<file path="config.mk">
export PLATFORM = sky130hd
export DESIGN_NAME = piet_ctrl
export DESIGN_NICKNAME = d
export VERILOG_FILES = /design/src/rtl/piet_pkg.sv /design/src/rtl/piet_ctrl.sv /design/src/rtl/piet_level_stack.sv
export SDC_FILE = /design/constraint.sdc
export NUM_CORES = 2
export LEC_CHECK = 0
export CORE_MARGIN = 2
export CORE_UTILIZATION = 45
export DETAILED_ROUTE_END_ITERATION = 8
export DONT_BUFFER_PORTS = 1
export HOLD_SLACK_MARGIN = 0.1
export PLACE_DENSITY = 0.69
export SLEW_MARGIN = 40
export SYNTH_ARGS = -nofsm -noshare
export SYNTH_HDL_FRONTEND = slang
export SYNTH_SLANG_ARGS = --single-unit
</file>
<file path="constraint.sdc">
create_clock -name clock -period 62.8 [get_ports clock]
set_input_delay 9.42 -clock clock [delete_from_list [all_inputs] [get_ports clock]]
set_output_delay 9.42 -clock clock [all_outputs]
set_load 0.1 [all_outputs]
</file>
<file path="src/rtl/piet_pkg.sv">
// constants and carrier types for the interrupt and event transfer block
// assumes a single 40 MHz clock domain shared with the cpu core
package piet_pkg;
  // ==========================================================
  // sizes
  localparam int NUM_SRC = 32;
  localparam int NUM_CH = 8;
  localparam int NUM_TRAP = 8;
  localparam int LVL_W = 5;
  localparam int PTR_W = 16;
  localparam int CNT_W = 8;
  localparam int DATA_W = 16;
  localparam int ADDR_W = 7;
  // ==========================================================
  // register indices
  localparam logic [6:0] ADR_SRC_BASE = 7'h00;
  localparam logic [6:0] ADR_CH_BASE = 7'h20;
  localparam logic [6:0] ADR_TRAP_FLAGS = 7'h40;
  localparam logic [6:0] ADR_STATUS = 7'h41;
  localparam logic [6:0] ADR_MASK = 7'h42;
  localparam logic [6:0] ADR_LEVEL = 7'h43;
  localparam logic [6:0] ADR_SW_TRAP = 7'h44;
  localparam logic [1:0] CH_CTRL = 2'h0;
  localparam logic [1:0] CH_COUNT = 2'h1;
  localparam logic [1:0] CH_SRC = 2'h2;
  localparam logic [1:0] CH_DST = 2'h3;
  // ==========================================================
  // field positions
  localparam int SC_CH_LSB = 0;
  localparam int SC_ROUTE_BIT = 3;
  localparam int SC_LVL_LSB = 4;
  localparam int SC_EN_BIT = 8;
  localparam int SC_REQ_BIT = 9;
  localparam int CC_WORD_BIT = 0;
  localparam int CC_INC_DST_BIT = 1;
  localparam int CC_CONT_BIT = 2;
  localparam int ST_TRAP = 0;
  localparam int ST_VEC = 1;
  localparam int ST_CNT_ZERO = 2;
  localparam int ST_W = 3;
  // ==========================================================
  // reset values and numbers
  localparam logic [4:0] LEVEL_RST = 5'h00;
  localparam logic [4:0] TRAP_LEVEL = 5'h10;
  localparam logic [7:0] SRC_NUM_BASE = 8'h10;
  // bit 0 nmi, 1 stack overflow, 2 stack underflow, 3..7 class b
  localparam logic [7:0][7:0] HW_TRAP_NUM = {8'h0A, 8'h0A, 8'h0A, 8'h0A, 8'h0A, 8'h06, 8'h04, 8'h02};
  // ==========================================================
  // timing
  localparam int CLK_NS = 25;
  localparam int RESP_MIN_NS = 250;
  localparam int RESP_MAX_NS = 500;
  localparam int RESP_MIN_CYC = (RESP_MIN_NS + CLK_NS - 1) / CLK_NS;
  localparam int RESP_MAX_CYC = RESP_MAX_NS / CLK_NS;
  localparam logic [4:0] WAIT_LOAD = 5'(RESP_MIN_CYC - 2);
  // ==========================================================
  // types
  typedef enum logic [1:0] {S_IDLE, S_WAIT, S_VEC} piet_state_t;
  typedef enum logic [1:0] {K_HW, K_SW, K_SRC, K_XFER} piet_kind_t;
  typedef struct packed {
    logic [7:0] num;
    logic [9:0] addr;
  } piet_vec_t;
  typedef struct packed {
    logic [PTR_W-1:0] src;
    logic [PTR_W-1:0] dst;
    logic word;
    logic [2:0] ch;
  } piet_xfer_t;
endpackage

</file>
<file path="src/rtl/piet_ctrl.sv">
// prioritized interrupt controller with eight event transfer channels
// assumes cpu core and peripherals on the same clock; src_req and hw_trap are pulses
//
// Functional notes
// - per source choose vector or channel transfer
// - standard service vectors to source entry
// - one transfer steals exactly one cycle
// - transfer moves one byte or word
// - increment source or destination pointer, not both
// - count decrements unless continuous mode
// - zero count raises the source's vector
// - eight channels with own pointers, counter
// - per source request, enable, level register
// - sixteen levels arbitrate pending requests
// - preempt only for strictly higher level
// - every source has its own vector
// - software trap number selects vector
// - respond within 250 to 500 ns
// - hardware trap sets its trap flag bit
// - trap service blocks interrupts and transfers; software trap service keeps the running level and blocks neither
`timescale 1ns/1ps
module piet_ctrl #(
  parameter int STACK_DEPTH = 17
) (
  // clock and reset
  input wire logic clock,
  input wire logic resetn,
  // register port
  input wire logic [piet_pkg::ADDR_W-1:0] reg_addr,
  input wire logic [piet_pkg::DATA_W-1:0] reg_wdata,
  input wire logic reg_wr,
  input wire logic reg_rd,
  output logic [piet_pkg::DATA_W-1:0] reg_rdata,
  // request sources
  input wire logic [piet_pkg::NUM_SRC-1:0] src_req,
  input wire logic [piet_pkg::NUM_TRAP-1:0] hw_trap,
  // cpu side
  output logic vec_valid,
  output piet_pkg::piet_vec_t vec,
  input wire logic vec_ack,
  input wire logic svc_return,
  output logic xfer_valid,
  output piet_pkg::piet_xfer_t xfer,
  output logic [piet_pkg::LVL_W-1:0] cur_level,
  // interrupt
  output logic irq
);
  localparam int RESP_DLY = piet_pkg::RESP_MIN_CYC;

  // ==========================================================
  // declarations
  logic [piet_pkg::NUM_SRC-1:0] req_reg, en_reg, route_reg;
  // pending enabled sources sitting at the winning level, one bit each
  wire logic [piet_pkg::NUM_SRC-1:0] tie_vec;
  logic [3:0] lvl_reg [piet_pkg::NUM_SRC];
  logic [2:0] chsel_reg [piet_pkg::NUM_SRC];
  logic [piet_pkg::NUM_CH-1:0] word_reg, incdst_reg, cont_reg;
  logic [piet_pkg::CNT_W-1:0] count_reg [piet_pkg::NUM_CH];
  logic [piet_pkg::PTR_W-1:0] sptr_reg [piet_pkg::NUM_CH];
  logic [piet_pkg::PTR_W-1:0] dptr_reg [piet_pkg::NUM_CH];
  logic [piet_pkg::NUM_TRAP-1:0] trap_flags_reg, trap_pend_reg;
  logic swt_pend_reg;
  logic [6:0] swt_num_reg;
  logic [piet_pkg::ST_W-1:0] status_reg, mask_reg, status_ev;
  piet_pkg::piet_state_t st_reg;
  piet_pkg::piet_kind_t kind_reg;
  logic [4:0] wait_reg;
  logic [7:0] num_reg;
  logic [piet_pkg::LVL_W-1:0] svc_lvl_reg;
  logic [2:0] ch_reg;
  logic vec_valid_reg, xfer_valid_reg, irq_reg;
  piet_pkg::piet_vec_t vec_reg;
  piet_pkg::piet_xfer_t xfer_reg;
  logic [piet_pkg::DATA_W-1:0] rdata_reg, rd_next;
  logic best_found, trap_found, take_trap, take_sw, take_src, src_xfer, fire, ch_fire, push;
  logic [4:0] best_idx;
  logic [3:0] best_lvl;
  logic [2:0] trap_idx;
  logic src_hit, ch_hit;
  logic [2:0] best_ch;

  assign reg_rdata = rdata_reg;
  assign vec_valid = vec_valid_reg;
  assign vec = vec_reg;
  assign xfer_valid = xfer_valid_reg;
  assign xfer = xfer_reg;
  assign irq = irq_reg;
  assign src_hit = (reg_addr & 7'h60) == piet_pkg::ADR_SRC_BASE;
  assign ch_hit = (reg_addr & 7'h60) == piet_pkg::ADR_CH_BASE;

  // ==========================================================
  // arbitration
  always_comb begin
    best_found = 1'b0;
    best_idx = 5'h00;
    best_lvl = 4'h0;
    // walking down with >= leaves the lowest index on a tie
    for (int i = piet_pkg::NUM_SRC - 1; i >= 0; i--) begin
      if (req_reg[i] && en_reg[i] && {1'b0, lvl_reg[i]} > cur_level &&
          (!best_found || lvl_reg[i] >= best_lvl)) begin
        best_found = 1'b1;
        best_idx = 5'(i);
        best_lvl = lvl_reg[i];
      end
    end
    trap_found = 1'b0;
    trap_idx = 3'h0;
    for (int t = piet_pkg::NUM_TRAP - 1; t >= 0; t--) begin
      if (trap_pend_reg[t]) begin
        trap_found = 1'b1;
        trap_idx = 3'(t);
      end
    end
  end

  assign best_ch = chsel_reg[best_idx];
  assign take_trap = st_reg == piet_pkg::S_IDLE && trap_found && cur_level < piet_pkg::TRAP_LEVEL;
  assign take_sw = st_reg == piet_pkg::S_IDLE && !take_trap && swt_pend_reg;
  assign take_src = st_reg == piet_pkg::S_IDLE && !take_trap && !swt_pend_reg && best_found;
  // a routed source with an exhausted counter falls back to its vector
  assign src_xfer = route_reg[best_idx] && (count_reg[best_ch] != '0 || cont_reg[best_ch]);
  assign fire = st_reg == piet_pkg::S_WAIT && wait_reg == 5'h00;
  assign ch_fire = fire && kind_reg == piet_pkg::K_XFER;
  assign push = st_reg == piet_pkg::S_VEC && vec_ack;

  // ==========================================================
  // per source control
  for (genvar s = 0; s < piet_pkg::NUM_SRC; s++) begin : g_src
    logic hit;
    assign hit = reg_wr && src_hit && reg_addr[4:0] == 5'(s);
    assign tie_vec[s] = req_reg[s] && en_reg[s] && lvl_reg[s] == best_lvl;
    always_ff @(posedge clock or negedge resetn) begin
      if (!resetn) begin
        req_reg[s] <= 1'b0;
      end else if (src_req[s]) begin
        req_reg[s] <= 1'b1;
      end else if (hit) begin
        req_reg[s] <= reg_wdata[piet_pkg::SC_REQ_BIT];
      end else if (take_src && best_idx == 5'(s)) begin
        req_reg[s] <= 1'b0;
      end
    end
    always_ff @(posedge clock or negedge resetn) begin
      if (!resetn) begin
        en_reg[s] <= 1'b0;
        route_reg[s] <= 1'b0;
        lvl_reg[s] <= 4'h0;
        chsel_reg[s] <= 3'h0;
      end else if (hit) begin
        en_reg[s] <= reg_wdata[piet_pkg::SC_EN_BIT];
        route_reg[s] <= reg_wdata[piet_pkg::SC_ROUTE_BIT];
        lvl_reg[s] <= reg_wdata[piet_pkg::SC_LVL_LSB +: 4];
        chsel_reg[s] <= reg_wdata[piet_pkg::SC_CH_LSB +: 3];
      end
    end
  end

  // ==========================================================
  // transfer channels
  for (genvar c = 0; c < piet_pkg::NUM_CH; c++) begin : g_ch
    logic hit, go;
    logic [piet_pkg::PTR_W-1:0] step;
    assign hit = reg_wr && ch_hit && reg_addr[4:2] == 3'(c);
    assign go = ch_fire && ch_reg == 3'(c);
    assign step = word_reg[c] ? 16'h0002 : 16'h0001;
    always_ff @(posedge clock or negedge resetn) begin
      if (!resetn) begin
        word_reg[c] <= 1'b0;
        incdst_reg[c] <= 1'b0;
        cont_reg[c] <= 1'b0;
      end else if (hit && reg_addr[1:0] == piet_pkg::CH_CTRL) begin
        word_reg[c] <= reg_wdata[piet_pkg::CC_WORD_BIT];
        incdst_reg[c] <= reg_wdata[piet_pkg::CC_INC_DST_BIT];
        cont_reg[c] <= reg_wdata[piet_pkg::CC_CONT_BIT];
      end
    end
    // the service's own update wins over a software write in the same cycle
    always_ff @(posedge clock or negedge resetn) begin
      if (!resetn) begin
        count_reg[c] <= '0;
      end else if (go && !cont_reg[c]) begin
        count_reg[c] <= count_reg[c] - 1'b1;
      end else if (hit && reg_addr[1:0] == piet_pkg::CH_COUNT) begin
        count_reg[c] <= reg_wdata[piet_pkg::CNT_W-1:0];
      end
    end
    always_ff @(posedge clock or negedge resetn) begin
      if (!resetn) begin
        sptr_reg[c] <= '0;
      end else if (go && !incdst_reg[c]) begin
        sptr_reg[c] <= sptr_reg[c] + step;
      end else if (hit && reg_addr[1:0] == piet_pkg::CH_SRC) begin
        sptr_reg[c] <= reg_wdata;
      end
    end
    always_ff @(posedge clock or negedge resetn) begin
      if (!resetn) begin
        dptr_reg[c] <= '0;
      end else if (go && incdst_reg[c]) begin
        dptr_reg[c] <= dptr_reg[c] + step;
      end else if (hit && reg_addr[1:0] == piet_pkg::CH_DST) begin
        dptr_reg[c] <= reg_wdata;
      end
    end
    a_ptr_one_inc: assert property (@(posedge clock) disable iff (!resetn)
      go && !reg_wr |=> (sptr_reg[c] != $past(sptr_reg[c])) != (dptr_reg[c] != $past(dptr_reg[c])))
      else $error("not exactly one pointer moved");
    a_count_step: assert property (@(posedge clock) disable iff (!resetn)
      go && !reg_wr |=> count_reg[c] == ($past(cont_reg[c]) ? $past(count_reg[c]) : $past(count_reg[c]) - 8'h01))
      else $error("transfer count step wrong");
  end

  // ==========================================================
  // traps
  always_ff @(posedge clock or negedge resetn) begin
    if (!resetn) begin
      trap_flags_reg <= '0;
    end else begin
      // a new trap wins over a write-one clear
      trap_flags_reg <= hw_trap | (trap_flags_reg & ~((reg_wr && reg_addr == piet_pkg::ADR_TRAP_FLAGS) ?
                        reg_wdata[piet_pkg::NUM_TRAP-1:0] : 8'h00));
    end
  end
  always_ff @(posedge clock or negedge resetn) begin
    if (!resetn) begin
      trap_pend_reg <= '0;
    end else begin
      trap_pend_reg <= hw_trap | (trap_pend_reg & ~(take_trap ? 8'(1 << trap_idx) : 8'h00));
    end
  end
  always_ff @(posedge clock or negedge resetn) begin
    if (!resetn) begin
      swt_pend_reg <= 1'b0;
      swt_num_reg <= 7'h00;
    end else if (reg_wr && reg_addr == piet_pkg::ADR_SW_TRAP) begin
      swt_pend_reg <= 1'b1;
      swt_num_reg <= reg_wdata[6:0];
    end else if (take_sw) begin
      swt_pend_reg <= 1'b0;
    end
  end

  // ==========================================================
  // service sequencer
  always_ff @(posedge clock or negedge resetn) begin
    if (!resetn) begin
      st_reg <= piet_pkg::S_IDLE;
      kind_reg <= piet_pkg::K_SRC;
      wait_reg <= 5'h00;
      num_reg <= 8'h00;
      svc_lvl_reg <= piet_pkg::LEVEL_RST;
      ch_reg <= 3'h0;
    end else begin
      case (st_reg)
        piet_pkg::S_IDLE: begin
          wait_reg <= piet_pkg::WAIT_LOAD;
          if (take_trap) begin
            st_reg <= piet_pkg::S_WAIT;
            kind_reg <= piet_pkg::K_HW;
            num_reg <= piet_pkg::HW_TRAP_NUM[trap_idx];
            svc_lvl_reg <= piet_pkg::TRAP_LEVEL;
          end else if (take_sw) begin
            st_reg <= piet_pkg::S_WAIT;
            kind_reg <= piet_pkg::K_SW;
            num_reg <= {1'b0, swt_num_reg};
            svc_lvl_reg <= cur_level;
          end else if (take_src) begin
            st_reg <= piet_pkg::S_WAIT;
            kind_reg <= src_xfer ? piet_pkg::K_XFER : piet_pkg::K_SRC;
            num_reg <= piet_pkg::SRC_NUM_BASE + {3'h0, best_idx};
            svc_lvl_reg <= {1'b0, best_lvl};
            ch_reg <= best_ch;
          end
        end
        piet_pkg::S_WAIT: begin
          wait_reg <= wait_reg - 1'b1;
          if (fire) begin
            // a transfer needs no cpu answer; it is done in its one cycle
            st_reg <= (kind_reg == piet_pkg::K_XFER) ? piet_pkg::S_IDLE : piet_pkg::S_VEC;
          end
        end
        piet_pkg::S_VEC: begin
          if (vec_ack) begin
            st_reg <= piet_pkg::S_IDLE;
          end
        end
        default: st_reg <= piet_pkg::S_IDLE;
      endcase
    end
  end

  piet_level_stack #(.DEPTH(STACK_DEPTH), .W(piet_pkg::LVL_W)) u_stack (
    .clock(clock),
    .resetn(resetn),
    .push(push),
    .pop(svc_return),
    .push_val(svc_lvl_reg),
    .top(cur_level)
  );

  // ==========================================================
  // cpu outputs
  always_ff @(posedge clock or negedge resetn) begin
    if (!resetn) begin
      vec_valid_reg <= 1'b0;
      vec_reg <= '0;
    end else if (fire && kind_reg != piet_pkg::K_XFER) begin
      vec_valid_reg <= 1'b1;
      vec_reg <= '{num: num_reg, addr: {num_reg, 2'b00}};
    end else if (push) begin
      vec_valid_reg <= 1'b0;
    end
  end
  always_ff @(posedge clock or negedge resetn) begin
    if (!resetn) begin
      xfer_valid_reg <= 1'b0;
      xfer_reg <= '0;
    end else begin
      xfer_valid_reg <= ch_fire;
      if (ch_fire) begin
        xfer_reg <= '{src: sptr_reg[ch_reg], dst: dptr_reg[ch_reg], word: word_reg[ch_reg], ch: ch_reg};
      end
    end
  end

  // ==========================================================
  // status, mask, interrupt
  always_comb begin
    status_ev = '0;
    status_ev[piet_pkg::ST_TRAP] = take_trap;
    status_ev[piet_pkg::ST_VEC] = push;
    status_ev[piet_pkg::ST_CNT_ZERO] = take_src && route_reg[best_idx] && !src_xfer;
  end
  always_ff @(posedge clock or negedge resetn) begin
    if (!resetn) begin
      status_reg <= '0;
      mask_reg <= '0;
      irq_reg <= 1'b0;
    end else begin
      status_reg <= status_ev | (status_reg & ~((reg_wr && reg_addr == piet_pkg::ADR_STATUS) ?
                    reg_wdata[piet_pkg::ST_W-1:0] : 3'h0));
      if (reg_wr && reg_addr == piet_pkg::ADR_MASK) begin
        mask_reg <= reg_wdata[piet_pkg::ST_W-1:0];
      end
      irq_reg <= |(status_reg & mask_reg);
    end
  end

  // ==========================================================
  // register read
  always_comb begin
    rd_next = '0;
    if (src_hit) begin
      rd_next[piet_pkg::SC_REQ_BIT] = req_reg[reg_addr[4:0]];
      rd_next[piet_pkg::SC_EN_BIT] = en_reg[reg_addr[4:0]];
      rd_next[piet_pkg::SC_LVL_LSB +: 4] = lvl_reg[reg_addr[4:0]];
      rd_next[piet_pkg::SC_ROUTE_BIT] = route_reg[reg_addr[4:0]];
      rd_next[piet_pkg::SC_CH_LSB +: 3] = chsel_reg[reg_addr[4:0]];
    end else if (ch_hit) begin
      case (reg_addr[1:0])
        piet_pkg::CH_CTRL: begin
          rd_next[piet_pkg::CC_WORD_BIT] = word_reg[reg_addr[4:2]];
          rd_next[piet_pkg::CC_INC_DST_BIT] = incdst_reg[reg_addr[4:2]];
          rd_next[piet_pkg::CC_CONT_BIT] = cont_reg[reg_addr[4:2]];
        end
        piet_pkg::CH_COUNT: rd_next[piet_pkg::CNT_W-1:0] = count_reg[reg_addr[4:2]];
        piet_pkg::CH_SRC: rd_next = sptr_reg[reg_addr[4:2]];
        default: rd_next = dptr_reg[reg_addr[4:2]];
      endcase
    end else begin
      case (reg_addr)
        piet_pkg::ADR_TRAP_FLAGS: rd_next[piet_pkg::NUM_TRAP-1:0] = trap_flags_reg;
        piet_pkg::ADR_STATUS: rd_next[piet_pkg::ST_W-1:0] = status_reg;
        piet_pkg::ADR_MASK: rd_next[piet_pkg::ST_W-1:0] = mask_reg;
        piet_pkg::ADR_LEVEL: rd_next[piet_pkg::LVL_W-1:0] = cur_level;
        piet_pkg::ADR_SW_TRAP: rd_next[6:0] = swt_num_reg;
        default: rd_next = '0;
      endcase
    end
  end
  always_ff @(posedge clock or negedge resetn) begin
    if (!resetn) begin
      rdata_reg <= '0;
    end else begin
      rdata_reg <= reg_rd ? rd_next : 16'h0000;
    end
  end

  // ==========================================================
  // checks
  a_resp_time: assert property (@(posedge clock) disable iff (!resetn)
    take_src |-> ##RESP_DLY (vec_valid_reg || xfer_valid_reg))
    else $error("response not at minimum latency");
  a_xfer_single: assert property (@(posedge clock) disable iff (!resetn)
    xfer_valid_reg |=> !xfer_valid_reg && !vec_valid_reg)
    else $error("transfer took more than one cycle");
  a_req_cleared: assert property (@(posedge clock) disable iff (!resetn)
    take_src && !src_req[best_idx] && !(reg_wr && src_hit) |=> !req_reg[$past(best_idx)])
    else $error("accepted request flag not cleared");
  a_higher_only: assert property (@(posedge clock) disable iff (!resetn)
    take_src |-> {1'b0, best_lvl} > cur_level)
    else $error("taken request not above running level");
  a_trap_flag: assert property (@(posedge clock) disable iff (!resetn)
    |hw_trap |=> (trap_flags_reg & $past(hw_trap)) == $past(hw_trap) && (trap_pend_reg & $past(hw_trap)) == $past(hw_trap))
    else $error("trap flag not set");
  a_trap_blocks: assert property (@(posedge clock) disable iff (!resetn)
    cur_level == piet_pkg::TRAP_LEVEL |-> !take_src)
    else $error("request taken during trap service");
  a_zero_vector: assert property (@(posedge clock) disable iff (!resetn)
    take_src && !src_xfer |-> ##RESP_DLY vec_valid_reg && vec_reg.num == piet_pkg::SRC_NUM_BASE + {3'h0, $past(best_idx, RESP_DLY)})
    else $error("source vector wrong");
  a_tie_lowest: assert property (@(posedge clock) disable iff (!resetn)
    take_src |-> (tie_vec & ((32'h00000001 << best_idx) - 32'h00000001)) == 32'h00000000)
    else $error("tie not given to lowest source");
endmodule

</file>
<file path="src/rtl/piet_level_stack.sv">
// stack of interrupted priority levels, top is the running level
// assumes push and pop come from the same clock domain
`timescale 1ns/1ps
module piet_level_stack #(
  parameter int DEPTH = 17,
  parameter int W = 5
) (
  // clock and reset
  input wire logic clock,
  input wire logic resetn,
  // control
  input wire logic push,
  input wire logic pop,
  input wire logic [W-1:0] push_val,
  output logic [W-1:0] top
);
  localparam int PW = $clog2(DEPTH + 1);
  logic [W-1:0] mem_reg [DEPTH];
  logic [PW-1:0] ptr_reg;
  logic [W-1:0] top_reg;

  assign top = top_reg;

  // ==========================================================
  // storage
  // a push into a full stack still takes the new level; the oldest is kept
  always_ff @(posedge clock or negedge resetn) begin
    if (!resetn) begin
      for (int i = 0; i < DEPTH; i++) begin
        mem_reg[i] <= '0;
      end
      ptr_reg <= '0;
      top_reg <= '0;
    end else if (push) begin
      top_reg <= push_val;
      if (ptr_reg != PW'(DEPTH)) begin
        mem_reg[ptr_reg] <= top_reg;
        ptr_reg <= ptr_reg + 1'b1;
      end
    end else if (pop && ptr_reg != '0) begin
      top_reg <= mem_reg[ptr_reg - 1'b1];
      ptr_reg <= ptr_reg - 1'b1;
    end
  end
endmodule

</file>
### Word-level counts from Yosys, hierarchy flattened

Memories as Yosys holds them, arrays and structs flattened.
Cells that the tools add are included.

| storage, ports and cells | value |
|---|---|
| register bits | 877 |
| memory bits (read-only) | 64 |
| input bits | 69 |
| memories | 1 |

Memories:

| memory | depth | width | read ports | clocked after memory_dff | wr ports | line | text |
|---|---|---|---|---|---|---|---|
| (no name shown) | 8 | 8 | 1 | 0 | 0 | piet_ctrl.sv:260 | `num_reg <= piet_pkg::HW_TRAP_NUM[trap_idx];` |

| cells by class | value |
|---|---|
| add/sub/neg operators | 28 |
| order comparisons | 78 |
| equal/unequal tests | 94 |
| shift operators | 1 |
| mux-type cells | 357 |
| bitwise logic cells | 19 |
| reductions and logical operators | 412 |

Operator list:

| kind | count |
|---|---|
| $mux W16 | 42 |
| $add A16 B2 Y16 | 16 |
| $logic_and A1 B1 Y1 | 252 |
| $mux W5 | 43 |
| $mux W8 | 26 |
| $bmux W16 S3 | 4 |
| $eq A5 B5 Y1 const B | 32 |
| $gt A4 B5 Y1 | 32 |
| $mux W1 | 151 |
| $mux W4 | 34 |
| $ge A4 B4 Y1 | 31 |
| $reduce_bool A3 Y1 | 33 |
| $bwmux W85 | 1 |
| $eq A5 B4 Y1 const B | 16 |
| $sub A8 B1 Y8 const B | 8 |
| $reduce_bool A2 Y1 | 28 |
| $logic_not A1 Y1 | 50 |
| $bmux W8 S3 | 2 |
| $eq A5 B3 Y1 const B | 8 |
| $mux W3 | 13 |
| $eq A7 B7 Y1 const B | 5 |
| $mux W2 | 17 |
| $logic_or A1 B1 Y1 | 32 |
| $bmux W3 S5 | 2 |
| 55 further kinds | 111 |

### Longest topological paths before layout

| logic depth | value |
|---|---|
| depth after elaboration | 142 |
| gate-level depth with buffers | 267 |
| mapped depth without buffers | 259 |

### Cells and area by module

Synthesis repeated with hierarchy kept, for this count alone.

| second synthesis, totals | value |
|---|---|
| cell total of the unflattened synthesis | 5,981 |
| area total of the unflattened synthesis | 59,206.8 sq um |

By module, submodules not included:

| module | instances | cells an instance | area each (sq um) |
|---|---|---|---|
| piet_ctrl | 1 | 5,624 | 54,395.9 |
| piet_level_stack | 1 | 357 | 4,810.9 |

### Worst setup path before layout

Ideal clock, no wire load.

| timing | value |
|---|---|
| path kind | flip-flop to flip-flop |
| start point | register u_stack.top_reg[1], in the netlist u_stack.top[1] |
| end point | register status_reg[2] (netlist name) |
| library setup time | 0.128 ns |
| data arrival time | 48.717 ns |
| required time | 62.672 ns |
| setup slack | 13.955 ns |
| cell stages (with the launch flop) | 256 |
| path buffers | 7 |
| period minus slack after synthesis | 48.845 ns |
| cells stage by stage | dfrtp_1 -> inv_1 -> clkbuf_1 -> ha_1 -> nor2b_1 -> o211a_1 -> o21ai_2 -> buf_6 -> nor2_1 -> ha_1 -> nand2b_1 -> a21oi_1 -> o21ai_0 -> a21oi_1 -> a21o_1 -> ha_1 -> o21ai_0 -> a21oi_1 -> [220 not listed] -> ha_1 -> nand2b_1 -> a21o_1 -> a21o_1 -> a21oi_1 -> nand2_1 -> nand2_1 -> nand2_1 -> nor4_1 -> nand2_2 -> or3_4 -> o22a_1 -> and3_1 -> a22oi_4 -> mux2i_1 -> mux2i_1 -> mux2i_1 -> o31ai_1 |

| on the way | value |
|---|---|
| cells in the longest elaborated chain, start to end | 141 |
| elaborated cells between the ends (all ways) | 308 |
| those cells by class | order compare (64); mux (105); bitwise (3); reduce/logical (136) |

RTL lines:

| what | line | text |
|---|---|---|
| start, declared | piet_level_stack.sv:20 | `logic [W-1:0] top_reg;` |
| start signal, assigned | piet_level_stack.sv:35 | `top_reg <= push_val;` |
| start signal, assigned | piet_level_stack.sv:41 | `top_reg <= mem_reg[ptr_reg - 1'b1];` |
| $gt A4 B5 Y1 | piet_ctrl.sv:99 | `if (req_reg[i] && en_reg[i] && {1'b0, lvl_reg[i]} > cur_level &&` |
| $logic_and A1 B1 Y1 | piet_ctrl.sv:99 |  |
| $mux W4 / $mux W1 (equally long branches) | piet_ctrl.sv:99 |  |
| $ge A4 B4 Y1 / $logic_not A1 Y1 (equally long branches) | piet_ctrl.sv:100 | `(!best_found \|\| lvl_reg[i] >= best_lvl)) begin` |
| $logic_or A1 B1 Y1 | piet_ctrl.sv:100 |  |
| $logic_and A1 B1 Y1 | piet_ctrl.sv:99 |  |
| $mux W4 / $mux W1 (equally long branches) | piet_ctrl.sv:99 |  |
| $ge A4 B4 Y1 / $logic_not A1 Y1 (equally long branches) | piet_ctrl.sv:100 |  |
| [124 not listed] | - |  |
| $bmux W8 S3 | piet_ctrl.sv:121 | `assign src_xfer = route_reg[best_idx] && (count_reg[best_ch] != '0 \|\| cont_reg[best_ch]);` |
| $mux W8 (implied by the code) (2 in series) | piet_ctrl.sv:121 |  |
| $reduce_bool A8 Y1 | piet_ctrl.sv:121 |  |
| $logic_or A1 B1 Y1 | piet_ctrl.sv:121 |  |
| $logic_and A1 B1 Y1 | piet_ctrl.sv:121 |  |
| $logic_not A1 Y1 | piet_ctrl.sv:332 | `status_ev[piet_pkg::ST_CNT_ZERO] = take_src && route_reg[best_idx] && !src_xfer;` |
| $logic_and A1 B1 Y1 (*) | piet_ctrl.sv:332 |  |
| $or A3 B3 Y3 (*) | piet_ctrl.sv:340 | `status_reg <= status_ev \| (status_reg & ~((reg_wr && reg_addr == piet_pkg::ADR_STATUS) ?` |
| end signal, assigned | piet_ctrl.sv:340 |  |
| end, declared | piet_ctrl.sv:64 | `logic [piet_pkg::ST_W-1:0] status_reg, mask_reg, status_ev;` |

Every way passes the cells marked *; elsewhere a longest branch is shown, timed or not. The select of a mux whose other input is x is not followed.
A chain may end at the register's enable or synchronous reset.

### Worst setup path after layout

Ends and elaborated chain as after synthesis.

==> results by group <==
Worst setup path
  – CP Launch Type: register
  – CP Capture Type: register
  – Crit path max-delay family: compound AO/OA/AOI/OAI gates
  – CP required: 63.42 ns
  – Most frequent CP cell: ha_1
  – Critical Path Max Stage Delay: 0.74 ns
  – Setup CP Type: reg2reg
  – Crit-path max FO: 14
  – WP buf/inv: 13
  – Worst EP arrival: 56.11 ns
  – Worst path slowest cell: nand3_1

Floorplan
  – Total die area: 134,000 um^2
  – Rows: 132
  – I/O Pins: 147
  – Core Area: 130,000 um^2
  – Die height: 366 um
  – Starting Density: 0.455
  – Die X: 366 um

Synth
  – Synth Area in Compound Gates: 0.175
  – Adder-cell share of the synthesized area: 0.0647
  – Synth Instances: 6,023
  – Primary FF master, synth: dfrtp_1
  – Yosys top cell area share: 0.370
  – Syn avg cell area: 9.81 um^2
  – Post-synth EDFFs: 0
  – Cell variety after synth: 123
  – Simple-gate share of the synthesized area: 0.158
  – Largest family of logic cells by synthesized area: multiplexers
  – Synth warnings: 0
  – Most common cell in the netlist: dfrtp_1
  – Cell taking the most area after synthesis: dfrtp_1
  – Post-synthesis sequential area ratio: 0.371
  – Ys async rst share: 1.00
  – Seq cells post-synth: 875
  – Most instantiated cells after synthesis: dfrtp_1 (874), nor2_1 (649), nand2_1 (605)
  – Synth Area in XOR/XNOR: 0.00104
  – Post-synthesis mux area share: 0.194
  – Cell Area, Synth: 59,100 um^2
  – Largest cells by area after synthesis: dfrtp_1 (37%), mux4_2 (11%), mux2_2 (6.2%)

GRT
  – Vias in the first global route: 48.6k
  – Total GRT Usage: 0.291
  – Largest net degree at the start of global routing: 876
  – First-pass GRT wire length: 304,000 um
  – GRT overflow: 0
  – Antenna violations before repair: 24

Placement
  – Hpwl dp: 139,000 um
  – Pre-CTS WS: 7.90 ns
  – Cell Area, Placed: 60,400 um^2
  – RD Place Congestion: 0.940
  – PortBufs: 0

Cells and area
  – Layout area overhead: 8.80%
  – Fillers: 11.8k
  – Layout cells sized above 1: 0.180
  – Layout Nets: 6,203
  – Final Cell Area: 64,300 um^2

Routing
  – Via count: 50.9k
  – DR iter-0 viols: 6,125
  – WL final: 200,000 um
  – Post-route antenna net violation count: 0
  – DR pass1 iterations: 7
  – DR WL met3: 20,700 um
  – DR top layer: met5
  – Remaining DRCs: 0
  – WL met1: 80,100 um
  – DR vias/cell: 6.62
  – Routed wl met2: 90,100 um
  – Wire per inst: 26.0 um

Timing
  – Slew Viols, Final: 0
  – Worst-Margin Slew: 0.995 ns
  – RSZ-0062 raised after global routing: false
  – Final setup violation count: 0
  – Post-route minimum period: 55.48 ns
  – Final Hold Fails: 0
  – Max transition margin: 0.337
  – Setup WS post-layout: 7.32 ns
  – Tcrit/Tclk final: 0.884
  – Fmax: 18.0 MHz
  – Worst Skew: 0.0707 ns
  – Setup TNS Final: 0 ns

Power and ir drop
  – Switch share: 0.404
  – Clock Power Share: 0.281
  – PwrDens: 34.6 nW/um^2
  – Int Power: 1320 uW
  – Switch Pwr: 897 uW
  – Maximum VDD drop: 0.0424 mV
  – Gate power share: 0.357
  – Flop pwr share: 0.362
  – Leakage power: 0.0272 uW

Clock network
  – Clock sinks: 875
  – CTS Buf Count: 100
  – Reg clk slew, reported paths: 0.06 ns
  – Post-CTS sizing: 0
  – Worst-skew pair later-pin latency: 0.75 ns
  – CTS tree: yes
  – Root Driver: clkbuf_16
  – Hold-fix buffers, CTS: 0
  – Clk buf depth: 3
  – Setup Buffers After CTS: 0
  – Number of H-tree levels: 3

Job
  – Max-cap violations: 0

Min path
  – Min-delay worst type: reg2reg

Outcome
  – Status: complete, no violations
==> power groups by stage <==
stage / Sequential (uW) / Clock [uW] / Combinational (uW)
floorplan: 757 / 0 / 592
global placement: 806 / 0 / 738
detailed placement: 811 / 0 / 755
CTS: 802 / 631 / 758
global route: 813 / 654 / 854
finish: 803 / 625 / 794
==> routing by layer <==
layer  up-vias  GRT usage
met4         6      0.127
li1      22148          -
met3       503     0.0694
met1     25465      0.395
met2      2765      0.444
met5         -          0
==> worst min-delay path, delay by kind of cell (launching register included) <==
kind | cells | cell delay (ns)
flops | 1 | 0.37
simple gates | 2 | 0.10
==> worst paths after layout <==
check	startpoint	endpoint	slack, ns	cells past startpoint
max reg2reg	u_stack.top[1]$_DFFE_PN0P_	status_reg[2]$_DFF_PN0_	7.32	251
min in group asynchronous	resetn	u_stack.mem_reg[14]$_DFFE_PN0P_	8.37	0
max	u_stack.top[1]$_DFFE_PN0P_	status_reg[2]$_DFF_PN0_	7.32	251
min	kind_reg[1]$_DFFE_PN1P_	kind_reg[1]$_DFFE_PN1P_	0.47	2
min reg2reg	kind_reg[1]$_DFFE_PN1P_	kind_reg[1]$_DFFE_PN1P_	0.47	2
max in group asynchronous	resetn	xfer[10]$_DFFE_PN0P_	52.01	3
==> layout make-up <==
cell class | count | area (um^2) | area share
antenna | 22 | 55.1 | 0.000857
clock buffer | 147 | 2870 | 0.0446
clock inverter | 43 | 651 | 0.0101
inverter | 196 | 736 | 0.0114
multi-input combinational | 4604 | 35200 | 0.547
sequential | 875 | 22000 | 0.342
tap | 1742 | 2180 | 0.0339
timing repair buffer | 61 | 603 | 0.00938
==> cells in the final DEF (no fill, tap or decap), types with 23 or more instances in the layout <==
cell type and count:
nand3_1 141, dfrtp_2 44, inv_1 191, clkinv_2 23, o221a_2 39, o22ai_1 73
a311oi_1 74, nor2b_1 75, a21o_1 87, or3_1 26, nor3_1 81, nand2b_1 90
nand4b_1 24, a21oi_1 411, o211ai_1 60, nand4_1 70, a31oi_1 41, mux2i_1 130
nand2_1 605, clkbuf_1 28, and2_1 37, o21a_1 24, and3_1 76, clkbuf_16 100
buf_4 53, a211oi_1 121, o21ai_0 355, dfrtp_1 820, ha_1 279, mux4_2 284
nor2_1 641, mux2_2 324
==> stage by stage <==
stage          cells  power (uW)  utilization  hold slack [ns]
6_report        7690        2220        0.495            0.471
5_1_grt         7687        2320        0.495            0.492
4_1_cts         7660        2190        0.493            0.471
3_5_place_dp    7470        1570        0.465            0.461
3_3_place_gp    7469        1540        0.465            0.458
2_1_floorplan   6026        1350            -            0.444
==> logic make-up after synthesis <==
| logic type | Yosys count |
|---|---|
| AOI/OAI and AO/OA | 1551 |
| DFF | 875 |
| xor gates and xnor gates | 7 |
| and+or+nand+nor | 2000 |
| adders and majority gates | 296 |
| muxes | 746 |
| buffers and inverters | 547 |
| other | 1 |
Note: power is estimated with default switching activity, not from simulation.
